===== config.mk =====
export PLATFORM = sky130hd
export DESIGN_NAME = table_base_regs
export DESIGN_NICKNAME = d
export VERILOG_FILES = /design/src/logic/table_base_pkg.sv /design/src/logic/table_base_regs.sv /design/src/logic/table_select.sv
export SDC_FILE = /design/constraint.sdc
export NUM_CORES = 1
export LEC_CHECK = 0
export BUFFER_PORTS_ARGS = -buffer_cell sky130_fd_sc_hd__buf_2
export CAP_MARGIN = 20
export CORE_ASPECT_RATIO = 1.1
export CORE_MARGIN = 5
export CORE_UTILIZATION = 30
export DETAILED_ROUTE_END_ITERATION = 7
export PLACE_DENSITY = 0.52
export REMOVE_ABC_BUFFERS = 1
export SLEW_MARGIN = 30
export SYNTH_ARGS = -nofsm -noshare
export SYNTH_HDL_FRONTEND = slang
export SYNTH_HIERARCHICAL = 1
export SYNTH_SLANG_ARGS = --single-unit
export TNS_END_PERCENT = 10

===== constraint.sdc =====
create_clock -name i_clk -period 7.5 [get_ports i_clk]
set_clock_uncertainty 0.1 [all_clocks]
set_input_delay 1.125 -clock i_clk [delete_from_list [all_inputs] [get_ports i_clk]]
set_output_delay 1.125 -clock i_clk [all_outputs]
set_load 0.02 [all_outputs]

===== src/logic/table_base_pkg.sv =====
// Purpose: Constants shared by the translation table base register bank.
// Assumes: Registers are reached by system coprocessor register transfers.
// Notes: Coprocessor numbers are kept as plain field values.
package table_base_pkg;
   localparam logic [2:0] OPC1_TABLE = 3'h0;
   localparam logic [3:0] PRIMARY_TABLE = 4'h2;
   localparam logic [3:0] SECONDARY_TABLE = 4'h0;
   localparam logic [2:0] OPC2_PROCESS = 3'h0;
   localparam logic [2:0] OPC2_SYSTEM = 3'h1;
   localparam logic [2:0] OPC2_BOUNDARY = 3'h2;
   localparam logic [31:0] PROCESS_RESET = 32'h0000_0000;
   localparam logic [31:0] SYSTEM_RESET = 32'h0000_0000;
   localparam logic [2:0] BOUNDARY_RESET = 3'h0;
   localparam int SYS_BASE_LSB = 14;
   localparam int ATTR_MSB = 4;
   localparam int ATTR_LSB = 3;
   localparam int SHARED_BIT = 1;
   localparam int INNER_BIT = 0;
   localparam logic [1:0] OUTER_NONCACHE = 2'h0;
   localparam logic [1:0] OUTER_WB_ALLOC = 2'h1;
   localparam logic [1:0] OUTER_WT_NOALLOC = 2'h2;
   localparam logic [1:0] OUTER_WB_NOALLOC = 2'h3;
   // Lower-bit mask kept per register: bits 4:0 hold attributes, bit 2 reserved.
   localparam logic [31:0] ATTR_MASK = 32'h0000_001b;
endpackage : table_base_pkg


===== src/logic/table_base_regs.sv =====
// Purpose: Translation table base registers and walk attribute selection.
// Assumes: Coprocessor transfers arrive as one-cycle strobes in the core clock domain.
// Notes: Reads answer one cycle after the strobe.
`timescale 1ns/1ps
// Contract
// - The process base keeps bits 31 down to 14-N as its table pointer; lower bits up to 5 read zero.
// - Bits 4:3 of each base give the outer cache attribute of walk accesses.
// - Bit 1 marks walks as shared, and resets to non-shared.
// - Bit 0 makes walks inner cacheable, and resets to inner noncacheable.
// - Privileged reads return data and privileged writes update; user accesses are undefined.
// - The process base is selected by opcode 0, primary 2, secondary 0, second opcode 0.
// - The system base is selected by opcode 0, primary 2, secondary 0, second opcode 1.
// - The system base keeps bits 31:14 as its table pointer; bits 13:5 read zero.
// - Walks through the system base are always outer cacheable.
// - The walker never reads from the level one cache, even when inner cacheable.
// - A walk uses the process base when N is 0 or the top N address bits are zero.
// - N is three bits from 0 to 7 and resets to 0.
module table_base_regs (
   // Clock and reset
   input wire logic i_clk,
   input wire logic i_rst_n,
   // Coprocessor transfer
   input wire logic i_xfer_valid,
   input wire logic i_xfer_write,
   input wire logic i_privileged,
   input wire logic [2:0] i_opc1,
   input wire logic [3:0] i_primary_coproc_reg,
   input wire logic [3:0] i_secondary_coproc_reg,
   input wire logic [2:0] i_opc2,
   input wire logic [31:0] i_wdata,
   output logic o_rvalid,
   output logic [31:0] o_rdata,
   output logic o_undefined,
   // Table walk
   input wire logic i_walk_req,
   input wire logic [31:0] i_walk_vaddr,
   output logic o_walk_valid,
   output logic [31:0] o_walk_addr,
   output logic o_walk_use_system,
   output logic [1:0] o_walk_outer_attr,
   output logic o_walk_shared,
   output logic o_walk_inner_cache,
   output logic o_walk_l1_bypass,
   // Current state
   output logic [31:0] o_process_table_base,
   output logic [31:0] o_system_table_base,
   output logic [2:0] o_table_boundary_control
);
   logic rst_meta;
   logic rst_sync_n;
   logic [31:0] process_table_base;
   logic [31:0] system_table_base;
   logic [2:0] table_boundary_control;
   logic [31:0] next_process_table_base;
   logic [31:0] next_system_table_base;
   logic [2:0] next_table_boundary_control;
   logic next_rvalid;
   logic [31:0] next_rdata;
   logic next_undefined;
   logic next_walk_valid;
   logic [31:0] next_walk_addr;
   logic next_walk_use_system;
   logic [1:0] next_walk_outer_attr;
   logic next_walk_shared;
   logic next_walk_inner_cache;
   logic sel_use_system;
   logic [31:0] sel_addr;
   logic [1:0] sel_outer;
   logic sel_shared;
   logic sel_inner;
   logic hit_group;
   logic hit_process;
   logic hit_system;
   logic hit_boundary;
   logic [31:0] process_view;
   logic [31:0] system_view;
   wire logic [31:0] process_keep;
   wire logic [31:0] system_keep;
   logic xfer_hit;
   logic user_refused;
   logic priv_write;
   logic priv_read;

   always_ff @(posedge i_clk or negedge i_rst_n) begin
      if (!i_rst_n) begin
         rst_meta <= 1'b0;
         rst_sync_n <= 1'b0;
      end else begin
         rst_meta <= 1'b1;
         rst_sync_n <= rst_meta;
      end
   end

   table_select u_select (
      .i_vaddr(i_walk_vaddr),
      .i_boundary(table_boundary_control),
      .i_process_base(process_table_base),
      .i_system_base(system_table_base),
      .o_use_system(sel_use_system),
      .o_desc_addr(sel_addr),
      .o_outer_walk_attr(sel_outer),
      .o_shared(sel_shared),
      .o_inner_cache(sel_inner)
   );

   always_comb begin
      hit_group = (i_opc1 == table_base_pkg::OPC1_TABLE)
         && (i_primary_coproc_reg == table_base_pkg::PRIMARY_TABLE)
         && (i_secondary_coproc_reg == table_base_pkg::SECONDARY_TABLE);
      hit_process = hit_group && (i_opc2 == table_base_pkg::OPC2_PROCESS);
      hit_system = hit_group && (i_opc2 == table_base_pkg::OPC2_SYSTEM);
      hit_boundary = hit_group && (i_opc2 == table_base_pkg::OPC2_BOUNDARY);
      xfer_hit = i_xfer_valid && (hit_process || hit_system || hit_boundary);
      user_refused = xfer_hit && !i_privileged;
      // Only a privileged write may move a store, so a refused user write leaves all of them.
      priv_write = xfer_hit && i_privileged && i_xfer_write;
      priv_read = xfer_hit && i_privileged && !i_xfer_write;
      // Pointer bits below 14-N read back as zero.
      process_view = process_table_base & process_keep;
      system_view = system_table_base & system_keep;
   end

   for (genvar b = 0; b < 32; b++) begin : g_keep
      if (b >= table_base_pkg::SYS_BASE_LSB) begin : g_pointer
         assign process_keep[b] = 1'b1;
         assign system_keep[b] = 1'b1;
      end else if (b > table_base_pkg::ATTR_MSB) begin : g_sized
         // The process pointer reaches down to bit 14-N, one bit further for each step of N.
         assign process_keep[b] = (5'(b) + {2'b00, table_boundary_control})
            >= 5'(table_base_pkg::SYS_BASE_LSB);
         assign system_keep[b] = 1'b0;
      end else begin : g_attr
         assign process_keep[b] = table_base_pkg::ATTR_MASK[b];
         assign system_keep[b] = table_base_pkg::ATTR_MASK[b];
      end
   end

   always_comb begin
      next_process_table_base = process_table_base;
      next_system_table_base = system_table_base;
      next_table_boundary_control = table_boundary_control;
      if (priv_write && hit_process) begin
         // The word is stored with bit 2 cleared so a later larger N exposes written pointer bits.
         next_process_table_base = i_wdata & ~32'h0000_0004;
      end else if (priv_write && hit_system) begin
         next_system_table_base = i_wdata & system_keep;
      end else if (priv_write && hit_boundary) begin
         next_table_boundary_control = i_wdata[2:0];
      end
   end

   always_ff @(posedge i_clk or negedge rst_sync_n) begin
      if (!rst_sync_n) begin
         process_table_base <= table_base_pkg::PROCESS_RESET;
         system_table_base <= table_base_pkg::SYSTEM_RESET;
         table_boundary_control <= table_base_pkg::BOUNDARY_RESET;
         o_process_table_base <= table_base_pkg::PROCESS_RESET;
         o_system_table_base <= table_base_pkg::SYSTEM_RESET;
         o_table_boundary_control <= table_base_pkg::BOUNDARY_RESET;
      end else begin
         process_table_base <= next_process_table_base;
         system_table_base <= next_system_table_base;
         table_boundary_control <= next_table_boundary_control;
         // The copies load the same next values, so they never lag the stores.
         o_process_table_base <= next_process_table_base;
         o_system_table_base <= next_system_table_base;
         o_table_boundary_control <= next_table_boundary_control;
      end
   end

   always_comb begin
      next_rvalid = priv_read;
      next_undefined = user_refused;
      next_rdata = 32'h0000_0000;
      if (priv_read && hit_process) begin
         next_rdata = process_view;
      end else if (priv_read && hit_system) begin
         next_rdata = system_view;
      end else if (priv_read && hit_boundary) begin
         next_rdata = {29'h0, table_boundary_control};
      end
   end

   always_ff @(posedge i_clk or negedge rst_sync_n) begin
      if (!rst_sync_n) begin
         o_rvalid <= 1'b0;
         o_rdata <= 32'h0000_0000;
         o_undefined <= 1'b0;
      end else begin
         o_rvalid <= next_rvalid;
         o_rdata <= next_rdata;
         o_undefined <= next_undefined;
      end
   end

   // The selector runs every cycle; o_walk_valid marks the cycle that answers a request.
   always_comb begin
      next_walk_valid = i_walk_req;
      next_walk_addr = sel_addr;
      next_walk_use_system = sel_use_system;
      next_walk_outer_attr = sel_outer;
      next_walk_shared = sel_shared;
      next_walk_inner_cache = sel_inner;
   end

   always_ff @(posedge i_clk or negedge rst_sync_n) begin
      if (!rst_sync_n) begin
         o_walk_valid <= 1'b0;
         o_walk_addr <= 32'h0000_0000;
         o_walk_use_system <= 1'b0;
         o_walk_outer_attr <= 2'h0;
         o_walk_shared <= 1'b0;
         o_walk_inner_cache <= 1'b0;
         o_walk_l1_bypass <= 1'b1;
      end else begin
         o_walk_valid <= next_walk_valid;
         o_walk_addr <= next_walk_addr;
         o_walk_use_system <= next_walk_use_system;
         o_walk_outer_attr <= next_walk_outer_attr;
         o_walk_shared <= next_walk_shared;
         o_walk_inner_cache <= next_walk_inner_cache;
         // Walks always go past the level one cache, whatever the inner attribute says.
         o_walk_l1_bypass <= 1'b1;
      end
   end
endmodule : table_base_regs


===== src/logic/table_select.sv =====
// Purpose: Chooses the base register for a table walk and forms its descriptor address.
// Assumes: All inputs come from the same clock domain.
// Notes: Purely combinational; the top registers the result.
`timescale 1ns/1ps
module table_select (
   // Walk request
   input wire logic [31:0] i_vaddr,
   input wire logic [2:0] i_boundary,
   // Stored bases
   input wire logic [31:0] i_process_base,
   input wire logic [31:0] i_system_base,
   // Selection
   output logic o_use_system,
   output logic [31:0] o_desc_addr,
   output logic [1:0] o_outer_walk_attr,
   output logic o_shared,
   output logic o_inner_cache
);
   logic [31:0] top_mask;
   logic [31:0] base_mask;
   logic [31:0] index_bits;
   logic [31:0] base;

   always_comb begin
      // Ones in bits 31 down to 32-N of the address; empty when N is 0.
      top_mask = ~(32'hffff_ffff >> i_boundary);
      o_use_system = (i_boundary != 3'h0) && ((i_vaddr & top_mask) != 32'h0);
      base = o_use_system ? i_system_base : i_process_base;
      // The table pointer holds bits 31 down to 14-N for the process table.
      base_mask = o_use_system ? 32'hffff_c000 : ~(32'h0000_3fff >> i_boundary);
      // The system table is always a full 16KB one, so only process walks drop the top N bits.
      index_bits = ((i_vaddr << (o_use_system ? 3'h0 : i_boundary)) >> 20) << 2;
      o_desc_addr = (base & base_mask) | (index_bits & ~base_mask);
      o_outer_walk_attr = base[table_base_pkg::ATTR_MSB:table_base_pkg::ATTR_LSB];
      // Walks through the system table are always outer cacheable.
      if (o_use_system && (o_outer_walk_attr == table_base_pkg::OUTER_NONCACHE)) begin
         o_outer_walk_attr = table_base_pkg::OUTER_WB_NOALLOC;
      end
      o_shared = base[table_base_pkg::SHARED_BIT];
      o_inner_cache = base[table_base_pkg::INNER_BIT];
   end
endmodule : table_select


After elaboration in Yosys (flattened, before gate mapping). Cells that the tools add are included.

Word-level logic and storage cells: 85. Input bits: 84. Output and inout bits: 140. Register bits: 130.

Shift-type cells: 3. Multiplexer cells: 7. Magnitude comparators: 9. Bitwise logic cells: 10. Reduce and logical (&&, ||, !) cells: 30. Add/subtract/negate cells: 9. Equality and inequality tests: 3.

Operators with widths (count): 2-to-1 mux 32 bit (4); bitwise AND 32 bit (3); inverter 32 bit (3); bitwise AND 14 x 32 -> 32 bit (1); bitwise OR 32 bit (1); nonzero test 32 bit (1); left shift 32 x 3 -> 32 bit (1); >> shifter 14 x 3 -> 32 bit (first input constant) (1); >> shifter 32 x 3 -> 32 bit (first input constant) (1); adder 4 x 3 -> 5 bit (first input constant) (6); greater-or-equal comparator 5 x 4 -> 1 bit (second input constant) (6); logical AND 1 bit (18); adder 3 x 3 -> 4 bit (first input constant) (3); greater-or-equal comparator 4 bit (second input constant) (3); logical NOT 3 bit (2); 2-to-1 mux 3 bit (2); equality test 4 x 2 -> 1 bit (second input constant) (1); logical NOT 4 bit (1); equality test 3 x 1 -> 1 bit (second input constant) (1); equality test 3 x 2 -> 1 bit (second input constant) (1); AND reduction 3 bit (1); nonzero test 3 bit (1); logical NOT 1 bit (2); logical NOT 2 bit (1); other kinds (4) (6).

Logic depth before layout (Yosys ltp).
Depth in word-level cells: 13. Mapped depth: 10. Mapped depth without buffers: 7.

Modules after synthesis. Netlist, hierarchy kept.

By module, submodules not included: table_base_regs (instances 1, cells each 305, area an instance 4789.6 µm², seq. area each 3253.1 µm²); table_select (instances 1, cells each 207, area an instance 1172.4 µm², seq. area each 0.0 µm²).

Least setup slack after synthesis. Ideal clock, no wire load.

Kind: input to register. Start: input i_walk_vaddr[28]. End: register o_walk_addr[11]. Library setup time: 0.125 ns. Cell stages on the path: 7. Buffers on the path: 1. Data arrival time: 2.626 ns. Data required time: 7.275 ns. Setup slack: 4.649 ns. Path through: o21ai_0 o21ai_0 nor3_1 buf_2 mux2i_1 a21oi_1 mux2_2.

Longest elaborated chain between the ends: 7. Elaborated cells between the ends (all ways): 11. Those cells by class: shift (1); mux (3); bitwise (5); reduce/logical (2).

Ends and longest elaborated chain: from (decl) (line table_base_regs.sv:36) `input wire logic [31:0] i_walk_vaddr,`; bitwise AND 32 bit (line table_select.sv:27) `o_use_system = (i_boundary != 3'h0) && ((i_vaddr & top_mask) != 32'h0);`; nonzero test 32 bit (line table_select.sv:27); logical AND 1 bit (line table_select.sv:27); 2-to-1 mux 3 bit or 2-to-1 mux 32 bit (tied branches) (line table_select.sv:32, table_select.sv:30); left shift 32 x 3 -> 32 bit or inverter 32 bit (tied branches) (line table_select.sv:32, table_select.sv:33); bitwise AND 14 x 32 -> 32 bit (line table_select.sv:33) `o_desc_addr = (base & base_mask) | (index_bits & ~base_mask);`; bitwise OR 32 bit (*) (line table_select.sv:33); named net next_walk_addr[11] (line table_base_regs.sv:61) `logic [31:0] next_walk_addr;`; to (signal assigned) (line table_base_regs.sv:217) `o_walk_addr <= next_walk_addr;`; to (decl) (line table_base_regs.sv:38) `output logic [31:0] o_walk_addr,`.

The timed path passes the listed nets; every way through them passes the cells marked *. A chain may end at the register's enable or synchronous reset.

Worst setup path after layout.
Start: input i_secondary_coproc_reg[3]. End: register process_table_base[10].

Longest elaborated chain between the ends: 9. Elaborated cells between the ends (all ways): 11. Those cells by class: reduce/logical (11).

Ends and longest elaborated chain: from (decl) (line table_base_regs.sv:28) `input wire logic [3:0] i_secondary_coproc_reg,`; logical NOT 4 bit (*) (line table_base_regs.sv:109) `&& (i_secondary_coproc_reg == table_base_pkg::SECONDARY_TABLE);`; logical AND 1 bit (*) (line table_base_regs.sv:109); logical AND 1 bit, on equally long branches (line table_base_regs.sv:110, table_base_regs.sv:111); logical OR 1 bit (2 in series) (line table_base_regs.sv:113) `xfer_hit = i_xfer_valid && (hit_process || hit_system || hit_boundary);`; logical AND 1 bit (line table_base_regs.sv:113); logical AND 1 bit (2 in series) (line table_base_regs.sv:116) `priv_write = xfer_hit && i_privileged && i_xfer_write;`; logical AND 1 bit (*) (line table_base_regs.sv:142) `if (priv_write && hit_process) begin`; to (signal assigned) (line table_base_regs.sv:154) `process_table_base <= table_base_pkg::PROCESS_RESET;`; to (signal assigned) (line table_base_regs.sv:161) `process_table_base <= next_process_table_base;`; to (decl) (line table_base_regs.sv:51) `logic [31:0] process_table_base;`.

Mark *: on every way between the ends. The rest lies on a longest branch, timed or not.

==> metrics <==
status finished, final reports clean; Syn Inst Count roughly 500; Post-synth EDFFs 0; Sink Count 130; row count between 50 and 60; # DRC 0; reg2reg setup slack about 4.6 ns; Area Overhead vs Synth 30.9%; vias in the first global route 4942; async set-reset flop share out of synthesis 100%; crit path kind in2reg; CTS tree built; PwrDens approximately 210 nW/µm²; Worst R2R End o_walk_addr[9]$_DFF_PN0_; placed cells approximately 940; FF+latch count, synth 130; Tcrit/Tclk final ~42%; total grt overflow 0; Tmin final 3.16 ns; Chip Height approximately 160 µm; Chip Width around 140 µm; Most used DFF post-synth dfrtp_1; final instance area 7800 µm²; leak pwr about 0.0042 µW; setup ws final around 4.3 ns; crit path max fanout 23; I/O pin cnt around 220; root buffer cell clkbuf_16; via count 4772; global-route wire length before repair 27200 µm; drt wl/cell about 18 µm; clk_lat worst skew around 0.4 ns; Avg Vias per Cell 4.91; Slew HR approximately 43%; drt pass-1 iters 4; Final nets between 700 and 800; Peak Freq ~320 MHz; Netlist cell types 55; RePlAce Congestion roughly 0.81; Final Hold Viols 0; Starting Density ~30%; final setup vio count 0; actual slew at the worst max-slew pin roughly 0.84 ns; Post-Route WL about 18000 µm; R2R Path Start table_boundary_control[0]$_DFFE_PN0P_; gr usage total 15.3%; Worst VDD drop about 140 µV; R2R cell count 9; top cells by area, synth dfrtp_1 (55%), mux2_2 (11%), nand2_1 (5.2%), a32o_1 (3.4%), mux2i_1 (2.5%); RSZ-0062 raised after global routing false; core area between 15000 and 20000 µm²; post-place setup slack roughly 3.9 ns; Antenna diodes 0; CP Launch Type input port; Post-Synthesis Cell Area roughly 6000 µm²; hold crit path type reg2async; total setup buffers inserted after CTS 0; Max Root-Sink Buffers 2; CTS resizes 0; Req. time, crit path roughly 7.7 ns; CP endpoint kind flop; share of Yosys cell area claimed by the top area cell type 54.6%; max-cap violation count 0; share of cells above drive strength 1 44.4%; hold_buf cts 0; CTS H-tree depth 4; Critical Path AT between 3 and 4 ns; Final ANT Viol Nets 0; Num CTS Buffers 17; pin count of the biggest net entering global routing 69; cell taking the most area after synthesis dfrtp_1; YS warnings 6; Post-DP HPWL 12300 µm; commonest non-fill, non-tap cell in the layout buf_2; Syn Area/Cell ~12 µm²; Final Non-Filler Cells around 970; initial antenna violation count 0; die area between 20000 and 25000 µm²; setup TNS 0 ns; initial drt markers about 260; post-synthesis sequential area ratio 54.6%; CTS clk-pin slew, worst paths 0.06 ns; placed instance area about 7200 µm²; number of port buffers a little under 200; Slew Limit Fails 0; Power Total about 1700 µW; commonest cells after routing, fill and taps aside buf_2 (198), dfrtp_1 (129), nand2_1 (82); fillers about 1900
-- layer usage --
metal,vias to the layer above,global-route usage (%),wire length [µm]
met3,11,3.44,1490
li1,2193,-,-
met1,2366,19.6,7390
met2,202,25.9,8700
met4,0,4.58,155
met5,-,0,0
-- synth_stat cells, types with 7 or more instances --
cell / n
nor2_1: 16
a21oi_1: 16
mux2i_1: 15
mux2_2: 60
inv_1: 13
nor3_1: 7
buf_4: 17
nand3_1: 8
buf_2: 12
clkbuf_1: 12
and3_1: 7
ha_1: 8
a32o_1: 20
o21ai_0: 15
dfrtp_1: 130
nand2_1: 82
-- layout make-up --
cell class | instances | area (µm²) | share of cell area [%]
repair buffers | 209 | 1090 | 13.9
clock buffers | 17 | 425 | 5.45
well taps | 252 | 315 | 4.04
inverters | 13 | 48.8 | 0.625
clock inverters | 14 | 204 | 2.61
multi-input cells | 336 | 2470 | 31.6
flip-flops and latches | 130 | 3260 | 41.7
-- state kept, by name (all words and copies together) (netlist names) --
| name | flops |
|---|---|
| o_rdata | 32 |
| o_rvalid | 1 |
| o_undefined | 1 |
| o_walk_addr | 32 |
| o_walk_inner_cache | 1 |
| o_walk_outer_attr | 2 |
| o_walk_shared | 1 |
| o_walk_use_system | 1 |
| o_walk_valid | 1 |
| process_table_base | 31 |
| rst_meta | 1 |
| rst_sync_n | 1 |
| system_table_base | 22 |
| table_boundary_control | 3 |
-- kinds of logic (layout without fill, tap and decap cells) --
logic type / count (synthesis) / count (layout) / synth area share (%)
adders and majority gates: 9 / 9 / 1.87
AOI/OAI and AO/OA: 88 / 88 / 11.4
and+or+nand+nor: 149 / 149 / 12.9
muxes: 75 / 75 / 13.9
buffers and inverters: 58 / 253 / 5.23
other: 3 / 15 / 0.189
DFF: 130 / 130 / 54.6
-- worst max path at each step --
stage | from | to | slack, ns
2_1_floorplan | rst_sync_n$_DFF_PN0_ | o_rdata[0]$_DFF_PN0_ | 3.51
3_3_place_gp | i_secondary_coproc_reg[3] | process_table_base[4]$_DFFE_PN0P_ | 3.90
3_5_place_dp | i_secondary_coproc_reg[3] | process_table_base[10]$_DFFE_PN0P_ | 3.85
4_1_cts | i_secondary_coproc_reg[3] | process_table_base[17]$_DFFE_PN0P_ | 4.29
5_1_grt | i_walk_vaddr[31] | o_walk_addr[9]$_DFF_PN0_ | 4.13
6_report | i_secondary_coproc_reg[3] | process_table_base[10]$_DFFE_PN0P_ | 4.34
-- stage by stage --
stage	hold slack (ns)	util, %
finish	0.157	39.5
global route	0.202	39.5
CTS	0.267	39.4
detailed placement	0.254	36.3
global placement	0.236	36.2
floorplan	0.231	-
-- report_power, final --
part / internal, µW / total (µW) / switching [µW] / leakage, µW
logic: 25.7 / 72.6 / 47.0 / 0.00207
registers: 706 / 711 / 4.34 / 0.00178
clock network: 561 / 888 / 327 / 0.000302
-- worst max-delay path: stages --
cell	delay (ns)
buf_2	0.10
nor3_1	0.38
nand4_2	0.29
nor3_4	0.56
buf_4	0.48
mux2_2	0.39
Note: power is estimated with default switching activity, not from simulation.
